### config.mk
export PLATFORM = sky130hd
export DESIGN_NAME = ufc_ep0_irq
export DESIGN_NICKNAME = d
export VERILOG_FILES = /design/src/ufc_pkg.sv /design/src/ufc_ep0_irq.sv
export SDC_FILE = /design/constraint.sdc
export NUM_CORES = 1
export LEC_CHECK = 0
export BUFFER_PORTS_ARGS = -buffer_cell sky130_fd_sc_hd__buf_4
export CAP_MARGIN = 15
export CELL_PAD_IN_SITES_DETAIL_PLACEMENT = 0
export CELL_PAD_IN_SITES_GLOBAL_PLACEMENT = 1
export CORE_ASPECT_RATIO = 0.7
export CORE_MARGIN = 5
export CORE_UTILIZATION = 30
export CTS_CLUSTER_DIAMETER = 40
export DETAILED_ROUTE_END_ITERATION = 12
export PLACE_DENSITY_LB_ADDON = 0.05
export RECOVER_POWER = 25
export SLEW_MARGIN = 20
export SYNTH_ARGS = -nofsm -noshare
export SYNTH_HDL_FRONTEND = slang
export SYNTH_SLANG_ARGS = --single-unit
### constraint.sdc
create_clock -name hclk -period 2.4 [get_ports hclk]
set_input_delay 0.48 -clock hclk [delete_from_list [all_inputs] [get_ports hclk]]
set_output_delay 0.48 -clock hclk [all_outputs]
set_load 0.005 [all_outputs]
### src/ufc_pkg.sv
// Shared constants and types for the USB function endpoint0/interrupt block
`default_nettype none
package ufc_pkg;
	// ------------------------------------------------------------
	// Register indices (byte address is four times the index)
	// ------------------------------------------------------------
	localparam logic [7:0] UFC_IDX_IN_FLAGS  = 8'h02;
	localparam logic [7:0] UFC_IDX_OUT_FLAGS = 8'h04;
	localparam logic [7:0] UFC_IDX_CM_FLAGS  = 8'h06;
	localparam logic [7:0] UFC_IDX_IN_MASK   = 8'h07;
	localparam logic [7:0] UFC_IDX_OUT_MASK  = 8'h09;
	localparam logic [7:0] UFC_IDX_CM_MASK   = 8'h0b;
	localparam logic [7:0] UFC_IDX_INDEX     = 8'h0e;
	localparam logic [7:0] UFC_IDX_E0_CSR    = 8'h11;
	localparam logic [7:0] UFC_IDX_E0_COUNT  = 8'h16;
	// ------------------------------------------------------------
	// Reset values and writable bits
	// ------------------------------------------------------------
	localparam logic [7:0] UFC_RST_IN_MASK   = 8'h0f;
	localparam logic [7:0] UFC_RST_OUT_MASK  = 8'h0e;
	localparam logic [7:0] UFC_RST_CM_MASK   = 8'h06;
	localparam logic [7:0] UFC_WR_IN_MASK    = 8'h0f;
	localparam logic [7:0] UFC_WR_OUT_MASK   = 8'h0e;
	localparam logic [7:0] UFC_WR_CM_MASK    = 8'h0f;
	localparam logic [7:0] UFC_EP0_INDEX     = 8'h00;
	// ------------------------------------------------------------
	// Endpoint0 control/status bit positions
	// ------------------------------------------------------------
	localparam int UFC_CSR_OUTPUT_PACKET_READY  = 0;
	localparam int UFC_CSR_INPUT_PACKET_READY = 1;
	localparam int UFC_CSR_STALL_SENT_FLAG  = 2;
	localparam int UFC_CSR_DEND   = 3;
	localparam int UFC_CSR_SETUP_END_FLAG  = 4;
	localparam int UFC_CSR_SEND_STALL_BIT  = 5;
	localparam int UFC_CSR_SOPRDY = 6;
	localparam int UFC_CSR_SSUEND = 7;
	// ------------------------------------------------------------
	// Protocol constants and types
	// ------------------------------------------------------------
	localparam logic [10:0] UFC_SETUP_LEN = 11'h008;
	localparam logic [1:0]  UFC_HTRANS_NS = 2'h2;
	typedef enum logic [1:0] {UFC_PID_OUT, UFC_PID_IN, UFC_PID_SETUP} ufc_pid_t;
	typedef enum logic [1:0] {UFC_HS_ACK, UFC_HS_NAK, UFC_HS_STALL} ufc_hs_t;
	typedef enum logic [1:0] {UFC_M_IDLE, UFC_M_TX, UFC_M_RX, UFC_M_STAT} ufc_mode_t;
endpackage
`default_nettype wire
### src/ufc_ep0_irq.sv
// Endpoint0 control, interrupt masks and pending flags behind an AHB-Lite slave
//
// Added by the designer: the AHB-Lite interface to the registers.
`default_nettype none
// Operation
// IN mask: endpoints 3..0 enables at bits 3..0, reset all enabled.
// OUT mask: endpoints 3..1 at bits 3..1, reset enabled; bit 0 reads zero.
// Common mask: frame start, bus reset, resume, suspend at 3..0; reset 0x06.
// Interrupt line asserts only for pending flags whose enable is set.
// Engine handles protocol and interrupts on successful transfers.
// Receive interrupt only after whole packet; handshake given by hardware.
// Transmit interrupt only after packet sent and host handshake received.
// Corrupted received packets raise no interrupt.
// Firmware selects index zero before touching endpoint0 status.
// Received OUT or SETUP sets output-ready and endpoint0 interrupt.
// Sent IN packet clears input-ready and raises endpoint0 interrupt.
// Finished IN control transaction interrupts during status stage.
// Protocol violation sets stall-sent and raises endpoint0 interrupt.
// Transfer ended before data-end sets setup-end and interrupts.
// Count register holds received bytes in endpoint0 FIFO.
// Hardware stalls protocol errors; firmware may force a stall.
// Every endpoint0 stall sets stall-sent and raises an interrupt.
// OUT in OUT data phase after data-end is stalled.
// IN in IN data phase after data-end is stalled.
// Oversized endpoint0 packets are stalled.
// Status-stage DATA1 packet with payload is stalled.
// Send-stall bit forces a stall on endpoint0.
// Reading common flags clears all four common pending flags.
// IN token with input-ready clear is answered with NAK.
module ufc_ep0_irq
	import ufc_pkg::*;
#(
	parameter logic [10:0] MAX_PKT = 11'h040
) (
	// AHB-Lite clock and reset
	input  wire logic        hclk,
	input  wire logic        hresetn,
	// AHB-Lite slave
	input  wire logic        hsel,
	input  wire logic [31:0] haddr,
	input  wire logic [1:0]  htrans,
	input  wire logic        hwrite,
	input  wire logic [2:0]  hsize,
	input  wire logic [31:0] hwdata,
	input  wire logic        hready,
	output logic             hreadyout,
	output logic             hresp,
	output logic [31:0]      hrdata,
	// Token from serial engine
	input  wire logic        tok_valid,
	input  wire ufc_pid_t    tok_kind,
	input  wire logic [1:0]  tok_ep,
	// Received data packet
	input  wire logic        rx_valid,
	input  wire logic [1:0]  rx_ep,
	input  wire logic        rx_setup,
	input  wire logic        rx_data1,
	input  wire logic        rx_err,
	input  wire logic [10:0] rx_len,
	// Host handshake after sent packet
	input  wire logic        tx_acked,
	input  wire logic [1:0]  tx_ep,
	// Other endpoint completions
	input  wire logic [2:0]  ep_in_done,
	input  wire logic [2:0]  ep_out_done,
	// Common bus events
	input  wire logic        sof_evt,
	input  wire logic        reset_evt,
	input  wire logic        resume_evt,
	input  wire logic        suspend_evt,
	// Handshake and data requests
	output logic             hs_valid,
	output ufc_hs_t          hs_code,
	output logic             tx_send,
	// Processor interrupt
	output logic             irq
);

	// ------------------------------------------------------------
	// Declarations
	// ------------------------------------------------------------
	logic        ap_valid;
	logic        ap_write;
	logic [7:0]  ap_idx;
	logic        rd_wait;
	logic        wr_now;
	logic        rd_now;
	logic [7:0]  wr_data;
	logic [7:0]  rd_val;
	logic        csr_ok;
	logic [7:0]  in_mask;
	logic [7:0]  out_mask;
	logic [7:0]  cm_mask;
	logic [7:0]  index;
	logic [3:0]  in_flags;
	logic [3:0]  out_flags;
	logic [3:0]  cm_flags;
	logic        output_packet_ready;
	logic        input_packet_ready;
	logic        stall_sent_flag;
	logic        dend;
	logic        setup_end_flag;
	logic        send_stall_bit;
	logic [10:0] e0_count;
	ufc_mode_t   mode;
	ufc_mode_t   next_mode;
	logic        ep0_tok;
	logic        ep0_rx;
	logic        ep0_ack;
	logic        hs_fire;
	ufc_hs_t     hs_sel;
	logic        send_fire;
	logic        set_output_packet_ready;
	logic        set_setup_end_flag;
	logic        clr_dend;
	logic        ep0_evt;
	logic        stall_fire;
	logic        csr_wr;

	// ------------------------------------------------------------
	// AHB-Lite slave
	// ------------------------------------------------------------
	assign hresp = 1'b0;
	assign hreadyout = !rd_wait;
	assign wr_now = ap_valid && ap_write;
	assign rd_now = ap_valid && !ap_write && rd_wait;
	assign wr_data = hwdata[7:0];

	always_ff @(posedge hclk or negedge hresetn) begin
		if (!hresetn) begin
			ap_valid <= 1'b0;
			ap_write <= 1'b0;
			ap_idx   <= 8'h00;
		end else if (hready) begin
			ap_valid <= hsel && (htrans == UFC_HTRANS_NS);
			ap_write <= hwrite;
			ap_idx   <= haddr[9:2];
		end else if (rd_now) begin
			ap_valid <= 1'b0;
		end
	end

	// One wait state on reads, so read data and clear-on-read line up
	always_ff @(posedge hclk or negedge hresetn) begin
		if (!hresetn) begin
			rd_wait <= 1'b0;
		end else begin
			rd_wait <= hready && hsel && (htrans == UFC_HTRANS_NS) && !hwrite;
		end
	end

	always_ff @(posedge hclk or negedge hresetn) begin
		if (!hresetn) begin
			hrdata <= 32'h0000_0000;
		end else if (rd_now) begin
			hrdata <= {24'h00_0000, rd_val};
		end
	end

	assign csr_ok = (index == UFC_EP0_INDEX);

	always_comb begin
		rd_val = 8'h00;
		unique case (ap_idx)
			UFC_IDX_IN_FLAGS:  rd_val = {4'h0, in_flags};
			UFC_IDX_OUT_FLAGS: rd_val = {4'h0, out_flags};
			UFC_IDX_CM_FLAGS:  rd_val = {4'h0, cm_flags};
			UFC_IDX_IN_MASK:   rd_val = in_mask;
			UFC_IDX_OUT_MASK:  rd_val = out_mask;
			UFC_IDX_CM_MASK:   rd_val = cm_mask;
			UFC_IDX_INDEX:     rd_val = index;
			UFC_IDX_E0_CSR:    rd_val = csr_ok ? {2'h0, send_stall_bit, setup_end_flag, dend, stall_sent_flag, input_packet_ready, output_packet_ready} : 8'h00;
			UFC_IDX_E0_COUNT:  rd_val = csr_ok ? e0_count[7:0] : 8'h00;
			default:           rd_val = 8'h00;
		endcase
	end

	// ------------------------------------------------------------
	// Mask and index registers
	// ------------------------------------------------------------
	always_ff @(posedge hclk or negedge hresetn) begin
		if (!hresetn) begin
			in_mask  <= UFC_RST_IN_MASK;
			out_mask <= UFC_RST_OUT_MASK;
			cm_mask  <= UFC_RST_CM_MASK;
			index    <= UFC_EP0_INDEX;
		end else if (wr_now) begin
			if (ap_idx == UFC_IDX_IN_MASK) begin
				in_mask <= wr_data & UFC_WR_IN_MASK;
			end
			if (ap_idx == UFC_IDX_OUT_MASK) begin
				out_mask <= wr_data & UFC_WR_OUT_MASK;
			end
			if (ap_idx == UFC_IDX_CM_MASK) begin
				cm_mask <= wr_data & UFC_WR_CM_MASK;
			end
			if (ap_idx == UFC_IDX_INDEX) begin
				index <= wr_data;
			end
		end
	end

	// ------------------------------------------------------------
	// Endpoint0 decode and handshake choice
	// ------------------------------------------------------------
	assign ep0_tok = tok_valid && (tok_ep == 2'h0);
	assign ep0_rx  = rx_valid && !rx_err && (rx_ep == 2'h0);
	assign ep0_ack = tx_acked && (tx_ep == 2'h0);
	assign csr_wr  = wr_now && (ap_idx == UFC_IDX_E0_CSR) && csr_ok;
	assign stall_fire = hs_fire && (hs_sel == UFC_HS_STALL);

	always_comb begin
		hs_fire   = 1'b0;
		hs_sel    = UFC_HS_ACK;
		send_fire = 1'b0;
		set_output_packet_ready = 1'b0;
		set_setup_end_flag = 1'b0;
		clr_dend  = 1'b0;
		ep0_evt   = 1'b0;
		next_mode = mode;
		if (ep0_tok) begin
			if ((tok_kind != UFC_PID_OUT) && (mode == UFC_M_RX) && !dend) begin
				set_setup_end_flag = 1'b1;
			end
			if ((tok_kind != UFC_PID_IN) && (mode == UFC_M_TX) && !dend) begin
				set_setup_end_flag = 1'b1;
			end
			if (tok_kind == UFC_PID_IN) begin
				hs_fire = 1'b1;
				if (send_stall_bit) begin
					hs_sel = UFC_HS_STALL;
				end else if ((mode == UFC_M_STAT) || ((mode == UFC_M_TX) && dend && !input_packet_ready)) begin
					hs_sel = UFC_HS_STALL;
				end else if (!input_packet_ready) begin
					hs_sel = UFC_HS_NAK;
				end else begin
					hs_fire   = 1'b0;
					send_fire = 1'b1;
					next_mode = UFC_M_TX;
				end
			end else if (mode == UFC_M_TX) begin
				next_mode = UFC_M_IDLE;
			end
		end
		if (ep0_rx && rx_setup) begin
			if (rx_len == UFC_SETUP_LEN) begin
				hs_fire   = 1'b1;
				set_output_packet_ready = 1'b1;
				clr_dend  = 1'b1;
				next_mode = UFC_M_IDLE;
			end
		end else if (ep0_rx) begin
			hs_fire = 1'b1;
			if (send_stall_bit) begin
				hs_sel = UFC_HS_STALL;
			end else if (rx_len > MAX_PKT) begin
				hs_sel = UFC_HS_STALL;
			end else if ((mode == UFC_M_RX) && dend) begin
				hs_sel = UFC_HS_STALL;
			end else if ((mode == UFC_M_STAT) && rx_data1 && (rx_len != 11'h000)) begin
				hs_sel = UFC_HS_STALL;
			end else if (mode == UFC_M_STAT) begin
				ep0_evt   = 1'b1;
				clr_dend  = 1'b1;
				next_mode = UFC_M_IDLE;
			end else if (output_packet_ready) begin
				hs_sel = UFC_HS_NAK;
			end else begin
				set_output_packet_ready = 1'b1;
				next_mode = UFC_M_RX;
			end
		end
		if (ep0_ack) begin
			ep0_evt = 1'b1;
			if (dend) begin
				next_mode = UFC_M_STAT;
			end
		end
		if (hs_fire && (hs_sel == UFC_HS_STALL)) begin
			next_mode = UFC_M_IDLE;
		end
		if (set_output_packet_ready || set_setup_end_flag || (hs_fire && (hs_sel == UFC_HS_STALL))) begin
			ep0_evt = 1'b1;
		end
	end

	// ------------------------------------------------------------
	// Handshake outputs and mode
	// ------------------------------------------------------------
	always_ff @(posedge hclk or negedge hresetn) begin
		if (!hresetn) begin
			hs_valid <= 1'b0;
			hs_code  <= UFC_HS_ACK;
			tx_send  <= 1'b0;
		end else begin
			hs_valid <= hs_fire;
			hs_code  <= hs_sel;
			tx_send  <= send_fire;
		end
	end

	always_ff @(posedge hclk or negedge hresetn) begin
		if (!hresetn) begin
			mode <= UFC_M_IDLE;
		end else begin
			mode <= next_mode;
		end
	end

	// ------------------------------------------------------------
	// Endpoint0 control/status bits and byte count
	// ------------------------------------------------------------
	always_ff @(posedge hclk or negedge hresetn) begin
		if (!hresetn) begin
			output_packet_ready    <= 1'b0;
			e0_count <= 11'h000;
		end else if (set_output_packet_ready) begin
			output_packet_ready    <= 1'b1;
			e0_count <= rx_len;
		end else if (csr_wr && wr_data[UFC_CSR_SOPRDY]) begin
			output_packet_ready    <= 1'b0;
			e0_count <= 11'h000;
		end
	end

	always_ff @(posedge hclk or negedge hresetn) begin
		if (!hresetn) begin
			input_packet_ready <= 1'b0;
		end else if (ep0_ack) begin
			input_packet_ready <= 1'b0;
		end else if (csr_wr && wr_data[UFC_CSR_INPUT_PACKET_READY]) begin
			input_packet_ready <= 1'b1;
		end
	end

	always_ff @(posedge hclk or negedge hresetn) begin
		if (!hresetn) begin
			stall_sent_flag <= 1'b0;
		end else if (stall_fire) begin
			stall_sent_flag <= 1'b1;
		end else if (csr_wr && !wr_data[UFC_CSR_STALL_SENT_FLAG]) begin
			stall_sent_flag <= 1'b0;
		end
	end

	always_ff @(posedge hclk or negedge hresetn) begin
		if (!hresetn) begin
			setup_end_flag <= 1'b0;
		end else if (set_setup_end_flag) begin
			setup_end_flag <= 1'b1;
		end else if (csr_wr && wr_data[UFC_CSR_SSUEND]) begin
			setup_end_flag <= 1'b0;
		end
	end

	always_ff @(posedge hclk or negedge hresetn) begin
		if (!hresetn) begin
			dend <= 1'b0;
		end else if (csr_wr && wr_data[UFC_CSR_DEND]) begin
			dend <= 1'b1;
		end else if (clr_dend || stall_fire) begin
			dend <= 1'b0;
		end
	end

	always_ff @(posedge hclk or negedge hresetn) begin
		if (!hresetn) begin
			send_stall_bit <= 1'b0;
		end else if (csr_wr) begin
			send_stall_bit <= wr_data[UFC_CSR_SEND_STALL_BIT];
		end
	end

	// ------------------------------------------------------------
	// Pending flags, set wins over clear-on-read
	// ------------------------------------------------------------
	always_ff @(posedge hclk or negedge hresetn) begin
		if (!hresetn) begin
			in_flags  <= 4'h0;
			out_flags <= 4'h0;
			cm_flags  <= 4'h0;
		end else begin
			in_flags <= ((rd_now && (ap_idx == UFC_IDX_IN_FLAGS)) ? 4'h0 : in_flags)
				| {ep_in_done, ep0_evt};
			out_flags <= ((rd_now && (ap_idx == UFC_IDX_OUT_FLAGS)) ? 4'h0 : out_flags)
				| {ep_out_done, 1'b0};
			cm_flags <= ((rd_now && (ap_idx == UFC_IDX_CM_FLAGS)) ? 4'h0 : cm_flags)
				| {sof_evt, reset_evt, resume_evt, suspend_evt};
		end
	end

	// ------------------------------------------------------------
	// Interrupt line
	// ------------------------------------------------------------
	always_ff @(posedge hclk or negedge hresetn) begin
		if (!hresetn) begin
			irq <= 1'b0;
		end else begin
			irq <= |(in_flags & in_mask[3:0])
				| |(out_flags & out_mask[3:0])
				| |(cm_flags & cm_mask[3:0]);
		end
	end

endmodule
`default_nettype wire

== Yosys cells after proc, flatten, opt, wreduce, memory -nomap -nowiden ==
Index checks and enable logic that the tools add are counted.
Storage, ports and cells
  input bits: 109
  bits in registers: 71
  output and inout bits: 39
Cells by class
  muxes and demuxes: 86
  reductions and logical operators: 62
  order comparisons: 1
  bitwise operators: 8
  eq/ne operators: 17
Operators with widths (number)
  one-hot mux 8 bit (9 select lines): 1
  2-to-1 mux 2 bit: 30
  2-to-1 mux 1 bit: 48
  logical AND 1 bit: 32
  equality test 8 x 3 -> 1 bit, second input constant: 3
  equality test 8 x 4 -> 1 bit, second input constant: 3
  2-to-1 mux 8 bit: 3
  equality test 8 x 5 -> 1 bit, second input constant: 2
  nonzero test 2 bit: 7
  bitwise AND 4 bit: 3
  2-to-1 mux 4 bit: 3
  OR 4 bit: 3
  OR reduction 4 bit: 3
  equality test 11 x 4 -> 1 bit, second input constant: 1
  greater-than comparator 11 x 7 -> 1 bit, second input constant: 1
  nonzero test 11 bit: 1
  equality test 2 bit, second input constant: 4
  equality test 8 x 2 -> 1 bit, second input constant: 1
  logical NOT 8 bit: 1
  AND reduction 2 bit: 4
  logical NOT 1 bit: 7
  logical NOT 2 bit: 3
  2-to-1 mux 6 bit: 1
  equality test 2 x 1 -> 1 bit, second input constant: 2
  3 further kinds: 7

== Depth between registers and ports, before layout ==
Gate-level depths: netlist of the first run.
  word-level depth: 21
  gate-level depth with buffers: 6
  depth with buffers taken out: 6

== Worst setup path before layout of the first run ==
Ideal clock, no wire load.
  kind: input to register
  from: input rx_len[7]
  to: register mode[1]
  path slack: 0.351 ns
  arrival time: 1.981 ns
  required time: 2.332 ns
  cell stages on the path: 5
  path through: or4_4 > o41ai_2 > o211ai_2 > o311ai_1 > and4_1
Between the ends
  word-level cells in the longest chain between the ends: 11
RTL lines
  from (decl): RTL line ufc_ep0_irq.sv:59  | input wire logic [10:0] rx_len,
  branches (longest 10 deep; another with greater-than comparator 11 x 7 -> 1 bit)
  2-to-1 mux 2 bit *: RTL line ufc_ep0_irq.sv:279  | if (hs_fire && (hs_sel == UFC_HS_STALL)) begin
  via next_mode[1]: RTL line ufc_ep0_irq.sv:106  | ufc_mode_t next_mode;
  to (signal assigned): RTL line ufc_ep0_irq.sv:306  | mode <= next_mode;
  to (decl): RTL line ufc_ep0_irq.sv:105  | ufc_mode_t mode;
Mark *: on every way through the listed nets, which the timed path passes.
A chain may end at the register's enable or synchronous reset.

== Worst setup path after layout of the first run ==
  from: register ap_idx[1]
  to: register hrdata[2]
Between the ends
  word-level cells in the longest chain between the ends: 2
RTL lines
  from (decl): RTL line ufc_ep0_irq.sv:84  | logic [7:0] ap_idx;
  from (signal assigned): RTL line ufc_ep0_irq.sv:137  | ap_idx <= haddr[9:2];
  equality test 8 x 5 -> 1 bit, or another cell as far along: RTL line ufc_ep0_irq.sv:164  | unique case (ap_idx)
  one-hot mux 8 bit (9 select lines) *: RTL line ufc_ep0_irq.sv:164
  to (signal assigned): RTL line ufc_ep0_irq.sv:156  | hrdata <= {24'h00_0000, rd_val};
  to (decl): RTL line ufc_ep0_irq.sv:48  | output logic [31:0] hrdata,
Every way passes the cells marked *; elsewhere a longest branch is shown, timed or not.

==> results of run 1 <==
==> routing by layer <==
layer	up-vias	global-route usage [%]	wire length (µm)
met5	-	0	0
met4	0	3.944	95
met3	9	3.802	596
met2	86	20.73	4363
met1	1446	23.43	5515
li1	1441	-	-
==> power by group through the flow <==
stage                     logic, µW  registers, µW  clock network [µW]
after floorplan                 172           1290                   0
after global placement          312           1310                   0
after detailed placement        315           1310                   0
after CTS                       316           1290                1370
after global routing            350           1300                1420
final                           311           1290                1330
==> flip-flops by register name (all words and copies together), names as in the netlist, 2 cells and up <==
| name | cells |
|---|---|
| ap_idx | 8 |
| e0_count | 8 |
| hrdata | 8 |
| index | 8 |
| cm_flags | 4 |
| cm_mask | 4 |
| in_flags | 4 |
| in_mask | 4 |
| out_flags | 3 |
| out_mask | 3 |
| hs_code | 2 |
| mode | 2 |
==> worst register-to-register path: stages, from the launching register on <==
cell	delay (ns)
dfrtp_1	0.37
buf_4	0.22
mux2i_1	0.24
a2bb2oi_1	0.18
o2bb2ai_1	0.10
a2111oi_0	0.79
o21ai_0	0.16
==> area by class of cell <==
type	count	area (µm²)
tap	157	196.4
multi-input combinational	255	1740
fill	1185	7058
sequential	70	1763
inverter	15	56.30
clock buffer	11	242.7
clock inverter	5	58.81
timing repair buffer	95	734.5
==> layout by cell type (no fill, tap or decap), types with 4 or more instances in the layout <==
cell type and instances:
mux2i_1 14, inv_1 15, nand2_1 27, nand3_1 10, a31oi_1 4, nor4_1 7
nand4_1 4, nor3_1 5, nor3b_1 4, dfrtp_1 61, a22oi_1 5, mux2_2 29
conb_1 25, a221oi_1 6, nor2_1 22, nand2b_1 5, clkbuf_16 9, a21oi_1 8
a21o_1 12, dfstp_2 9, o21ai_0 9, buf_4 92
==> cells by family (layout without fill, tap and decap cells) <==
family                   Yosys count  count (layout)  share of synthesized area, %
multiplexers                      43              43                         12.68
AO/OA/AOI/OAI                     72              72                         14.96
other                              1              25                        0.1019
buffers and inverters             46             126                         7.274
AND/OR/NAND/NOR                  114             114                         16.83
adder cells (fa/ha/maj)            1               1                        0.2719
flip-flops                        70              70                         47.89
==> worst max path at each step <==
stage               slack [ns]  cells past startpoint         to
global placement         -0.08                      8    mode[0]
CTS                       0.21                      5   index[2]
global route              0.04                      5   index[2]
finish                    0.18                      6  hrdata[2]
detailed placement       -0.03                      8    mode[0]
floorplan                 0.35                      5    mode[1]
==> per-stage QoR <==
stage,cell area (µm²),cells
2_1_floorplan,3771,371
3_3_place_gp,4494,592
3_5_place_dp,4494,592
4_1_cts,4796,608
5_1_grt,4792,608
6_report,4792,608
==> results.yml, run 1 <==
die:
  die_area_um2: 14620
  die_x_um: 142.4
  die_h_um: 102.7
  core-area_um2: 11850
  row_count: 33
  ios: 148
  initial_core_util_pct: 31.06
layout:
  post-route-util_pct: 40.44
  num_antenna_cells: 0
  fin_nets: 555
  area_growth_pct: 30.18
  drive_above_1_share_pct: 34.81
clock_network:
  clk_root_buffer_cell: "clkbuf_16"
  clkLatencyLatePin_ns: 0.34
  cts_resized: 0
  cts_buffers: 9
  postCtsHoldBufs: 0
  cts_tree: "done"
  cts_buffer_depth: 2
  htree_levels: 3
  clk_pin_slew_ns: 0.06
  clkSinkCount: 70
  post_cts_buffers: 0
yosys:
  synth.distinct_cells: 61
  synth_area_per_cell_um2: 10.61
  synth_edf_count: 0
  async_flop_share_pct: 100.0
  syn_inst: 347
  ys_seq_area_share_pct: 47.89
  syn_area_um2: 3681
  synth_seq_cells: 70
  synth_top_area_cell: "dfrtp_1"
  synth_most_common_cell: "dfrtp_1"
  yosysWarningCount: 0
  synthTopCellsByCount: "61 x dfrtp_1, 29 x mux2_2, 27 x nand2_1"
  synthTopCellsByArea: "dfrtp_1 41%, mux2_2 8.9%, dfstp_2 6.4%"
  netlist.area_leader.share_pct: 41.47
  ys.flop_type: "dfrtp_1"
power_and_ir_drop:
  p_per_area_nw_per_um2: 612.3
  comb_power_share_pct: 10.6
  pwr-share-clk_pct: 45.3
  sw_frac_of_total_pct: 23.78
  switchingPower_uw: 697.8
  internal-power_uw: 2237
  power.leakage_uw: 0.002076
  pwr-share-seq_pct: 44.1
  max-vdd-ir-drop_mv: 0.3467
  power_uw: 2934
worst_setup_path:
  r2r-start: "ap_idx[1]"
  crit_start: "ap_idx[1]"
  critical_path_arrival_ns: 2.40
  cp_max_fo: 13
  max_stage_delay_ns: 0.79
  r2r_cells: 6
  critical_path.top_delay_family: "compound AO/OA/AOI/OAI gates"
  r2r-end: "hrdata[2]"
  worstSetupStartpointType: "flip-flop"
  path_cells: "buf_4, mux2i_1, a2bb2oi_1, o2bb2ai_1, a2111oi_0, o21ai_0"
  path_class: "reg2reg"
  critical_path_required_ns: 2.58
  worstSetupEndpointType: "flip-flop"
  rrSetupSlack_ns: 0.18
  crit_slowest_cell: "a2111oi_0"
  worst-path-buf-inv: 1
timing:
  fin_ws_ns: 0.1772
  relSlewSlack_pct: -12.47
  finalHoldViolations: 0
  finalClockSkew_ns: 0.008821
  rsz0062_at_grt: "no"
  final.setup.tns_ns: 0
  setup_violations: 0
  drv_slew: 30
  period_share_pct: 92.62
  whs_ns: 0.3055
  max_clock_freq_ghz: 0.4499
  tightest_slew_ns: 1.687
  fin_crit_ns: 2.223
detailed_routing:
  wl_per_cell_um: 17.39
  drc: 0
  vias_per_cell: 4.905
  dr.pass1.iters: 4
  vias: 2982
  final_antenna_net_count: 0
  wl_um: 10570
  dr.first_iter.drc_count: 133
worst_hold_path:
  hold_end: "rd_wait"
  hold_depth: 2
  min_from: "hwrite"
  hp-class: "in2reg"
grt:
  grt_max_degree: 42
  grt_pass1_vias: 3039
  gr-total-overflow: 0
  grtUsageTotal_pct: 15.12
  grt_pass1_wl_um: 16910
  antenna_found_initial: 0
run_status:
  failed_checks: "max-capacitance violations, max-slew violations"
  status: "finished, violations left"
place:
  place_ws_ns: -0.02724
  dp_hpwl_um: 8317
  port_buffers: 71
  routabilityCongestion: 0.8266
run:
  drv_cap: 1
No activity file was read; power rests on OpenSTA's default activity.
==> run 2, diff against run 1 <==
==> constraint.sdc (replaced) <==
create_clock -name hclk -period 2.5 [get_ports hclk]
set_input_delay 0.5 -clock hclk [delete_from_list [all_inputs] [get_ports hclk]]
set_output_delay 0.5 -clock hclk [all_outputs]
set_load 0.02 [all_outputs]
==> results.yml, run 2 (synthesized netlist as in run 1, its figures left out) <==
run_status:
  status: "finished, violations left"
  failed_checks: "max-capacitance violations, max-slew violations"
timing:
  fin_crit_ns: 2.161
  finalHoldViolations: 0
  finalClockSkew_ns: 0.004937
  fin_ws_ns: 0.3388
  drv_slew: 30
  setup_violations: 0
  final.setup.tns_ns: 0
  rsz0062_at_grt: "no"
  period_share_pct: 86.45
  max_clock_freq_ghz: 0.4627
  relSlewSlack_pct: -7.845
  tightest_slew_ns: 1.618
worst_hold_path:
  hp-class: "in2reg"
  min_from: "hwrite"
detailed_routing:
  final_antenna_net_count: 0
  dr.first_iter.drc_count: 187
  top_layer_used: "met4"
  route.met3.wl_um: 714
  wl_met2_um: 4220
  wl_per_cell_um: 17.33
  dr.pass1.iters: 4
  routedLengthMet1_um: 5377
  vias: 2938
  vias_per_cell: 4.897
  drc: 0
  wl_um: 10400
worst_setup_path:
  r2r-start: "ap_idx[4]"
  path_class: "reg2reg"
  crit_start: "ap_idx[4]"
  critical_path_arrival_ns: 2.37
  path_cells: "nor4_1, nand2_1, nor2_1, nand2_1, mux2_2"
  crit_path_frequent_cell: "nand2_1"
  worstSetupStartpointType: "flip-flop"
  worstSetupEndpointType: "flip-flop"
  crit_slowest_cell: "nor4_1"
  critical_path_required_ns: 2.71
  cp_max_fo: 8
  max_stage_delay_ns: 0.55
layout:
  drive_above_1_share_pct: 33.41
  fin_nets: 549
  final_cell_area_um2: 4702
  ff_latch_area_um2: 1763
  nFillCells: 1195
  area_growth_pct: 27.74
  final_common_cell: "buf_4"
  final_cells: 600
  num_antenna_cells: 0
  multi_input_area_um2: 1740
  most-common-layout-cells: "85 x buf_4, 61 x dfrtp_1, 29 x mux2_2"
die:
  core-area_um2: 11850
  initial_core_util_pct: 31.06
  die_h_um: 102.7
  die_x_um: 142.4
  ios: 148
  row_count: 33
  die_area_um2: 14620
clock_network:
  htree_levels: 3
  postCtsHoldBufs: 0
  clkLatencyLatePin_ns: 0.33
  clkSinkCount: 70
  cts_buffer_depth: 2
  post_cts_buffers: 0
  clk_pin_slew_ns: 0.05
  cts_resized: 0
  cts_tree: "done"
  clk_root_buffer_cell: "clkbuf_16"
  cts_buffers: 9
place:
  placed_cells: 586
  port_buffers: 71
  dpl_cell_area_um2: 4449
  routabilityCongestion: 0.8226
  place_ws_ns: 0.01426
  dp_hpwl_um: 8276
grt:
  antenna_found_initial: 0
  grtUsageTotal_pct: 14.79
  grt_max_degree: 42
  grt_pass1_vias: 3016
  gr-total-overflow: 0
  grt_pass1_wl_um: 16620
run:
  drv_cap: 1
power_and_ir_drop:
  power.leakage_uw: 0.002034
  internal-power_uw: 2030
  power_uw: 2691
  comb_power_share_pct: 12.1
  switchingPower_uw: 661.5
  pwr-share-seq_pct: 46.3
  max-vdd-ir-drop_mv: 0.3127
  sw_frac_of_total_pct: 24.58
  p_per_area_nw_per_um2: 572.3
  pwr-share-clk_pct: 41.7
==> run 2: power by group through the flow <==
stage	clock network, µW	logic (µW)	registers [µW]
after detailed placement	0	330	1260
final	1120	325	1240
after global placement	0	327	1260
after global routing	1210	361	1250
after floorplan	0	191	1250
after CTS	1160	330	1240
==> run 2: area by class of cell <==
cell class / instances / share of cell area, %
inverter: 15 / 1.197
multi-input combinational: 255 / 37.01
clock inverter: 2 / 0.2129
timing repair buffer: 89 / 14.66
clock buffer: 12 / 5.242
tap: 157 / 4.178
sequential: 70 / 37.49
==> run 2: metal layers <==
layer / GRT usage [%] / vias up
li1: - / 1419
met1: 22.51 / 1426
met2: 20.33 / 84
met3: 4.729 / 9
met4: 3.214 / 0
met5: 0 / -
==> run 2: worst paths after layout <==
| check | endpoint | slack (ns) | depth (start not counted) |
|---|---|---|---|
| setup / recovery | index[2] | 0.34 | 5 |
| hold / removal | rd_wait | 0.33 | 2 |
| setup reg to reg | index[2] | 0.34 | 5 |
| hold reg to reg | hrdata[2] | 0.48 | 2 |
| max in group asynchronous | in_mask[0] | 0.93 | 2 |
| min in group asynchronous | ap_idx[7] | 0.58 | 1 |
==> run 2: worst max-delay path: cells and delay by family, from the launching register on <==
family	cells	cell delay [ns]
muxes	1	0.37
DFF	1	0.44
and+or+nand+nor	4	1.23
==> run 2: stage by stage <==
stage	utilization, %	hold slack (ns)
final	39.68	0.3343
after global routing	39.68	0.3261
after CTS	39.71	0.1022
after detailed placement	37.55	0.4547
after global placement	37.55	0.4621
after floorplan	-	0.2044
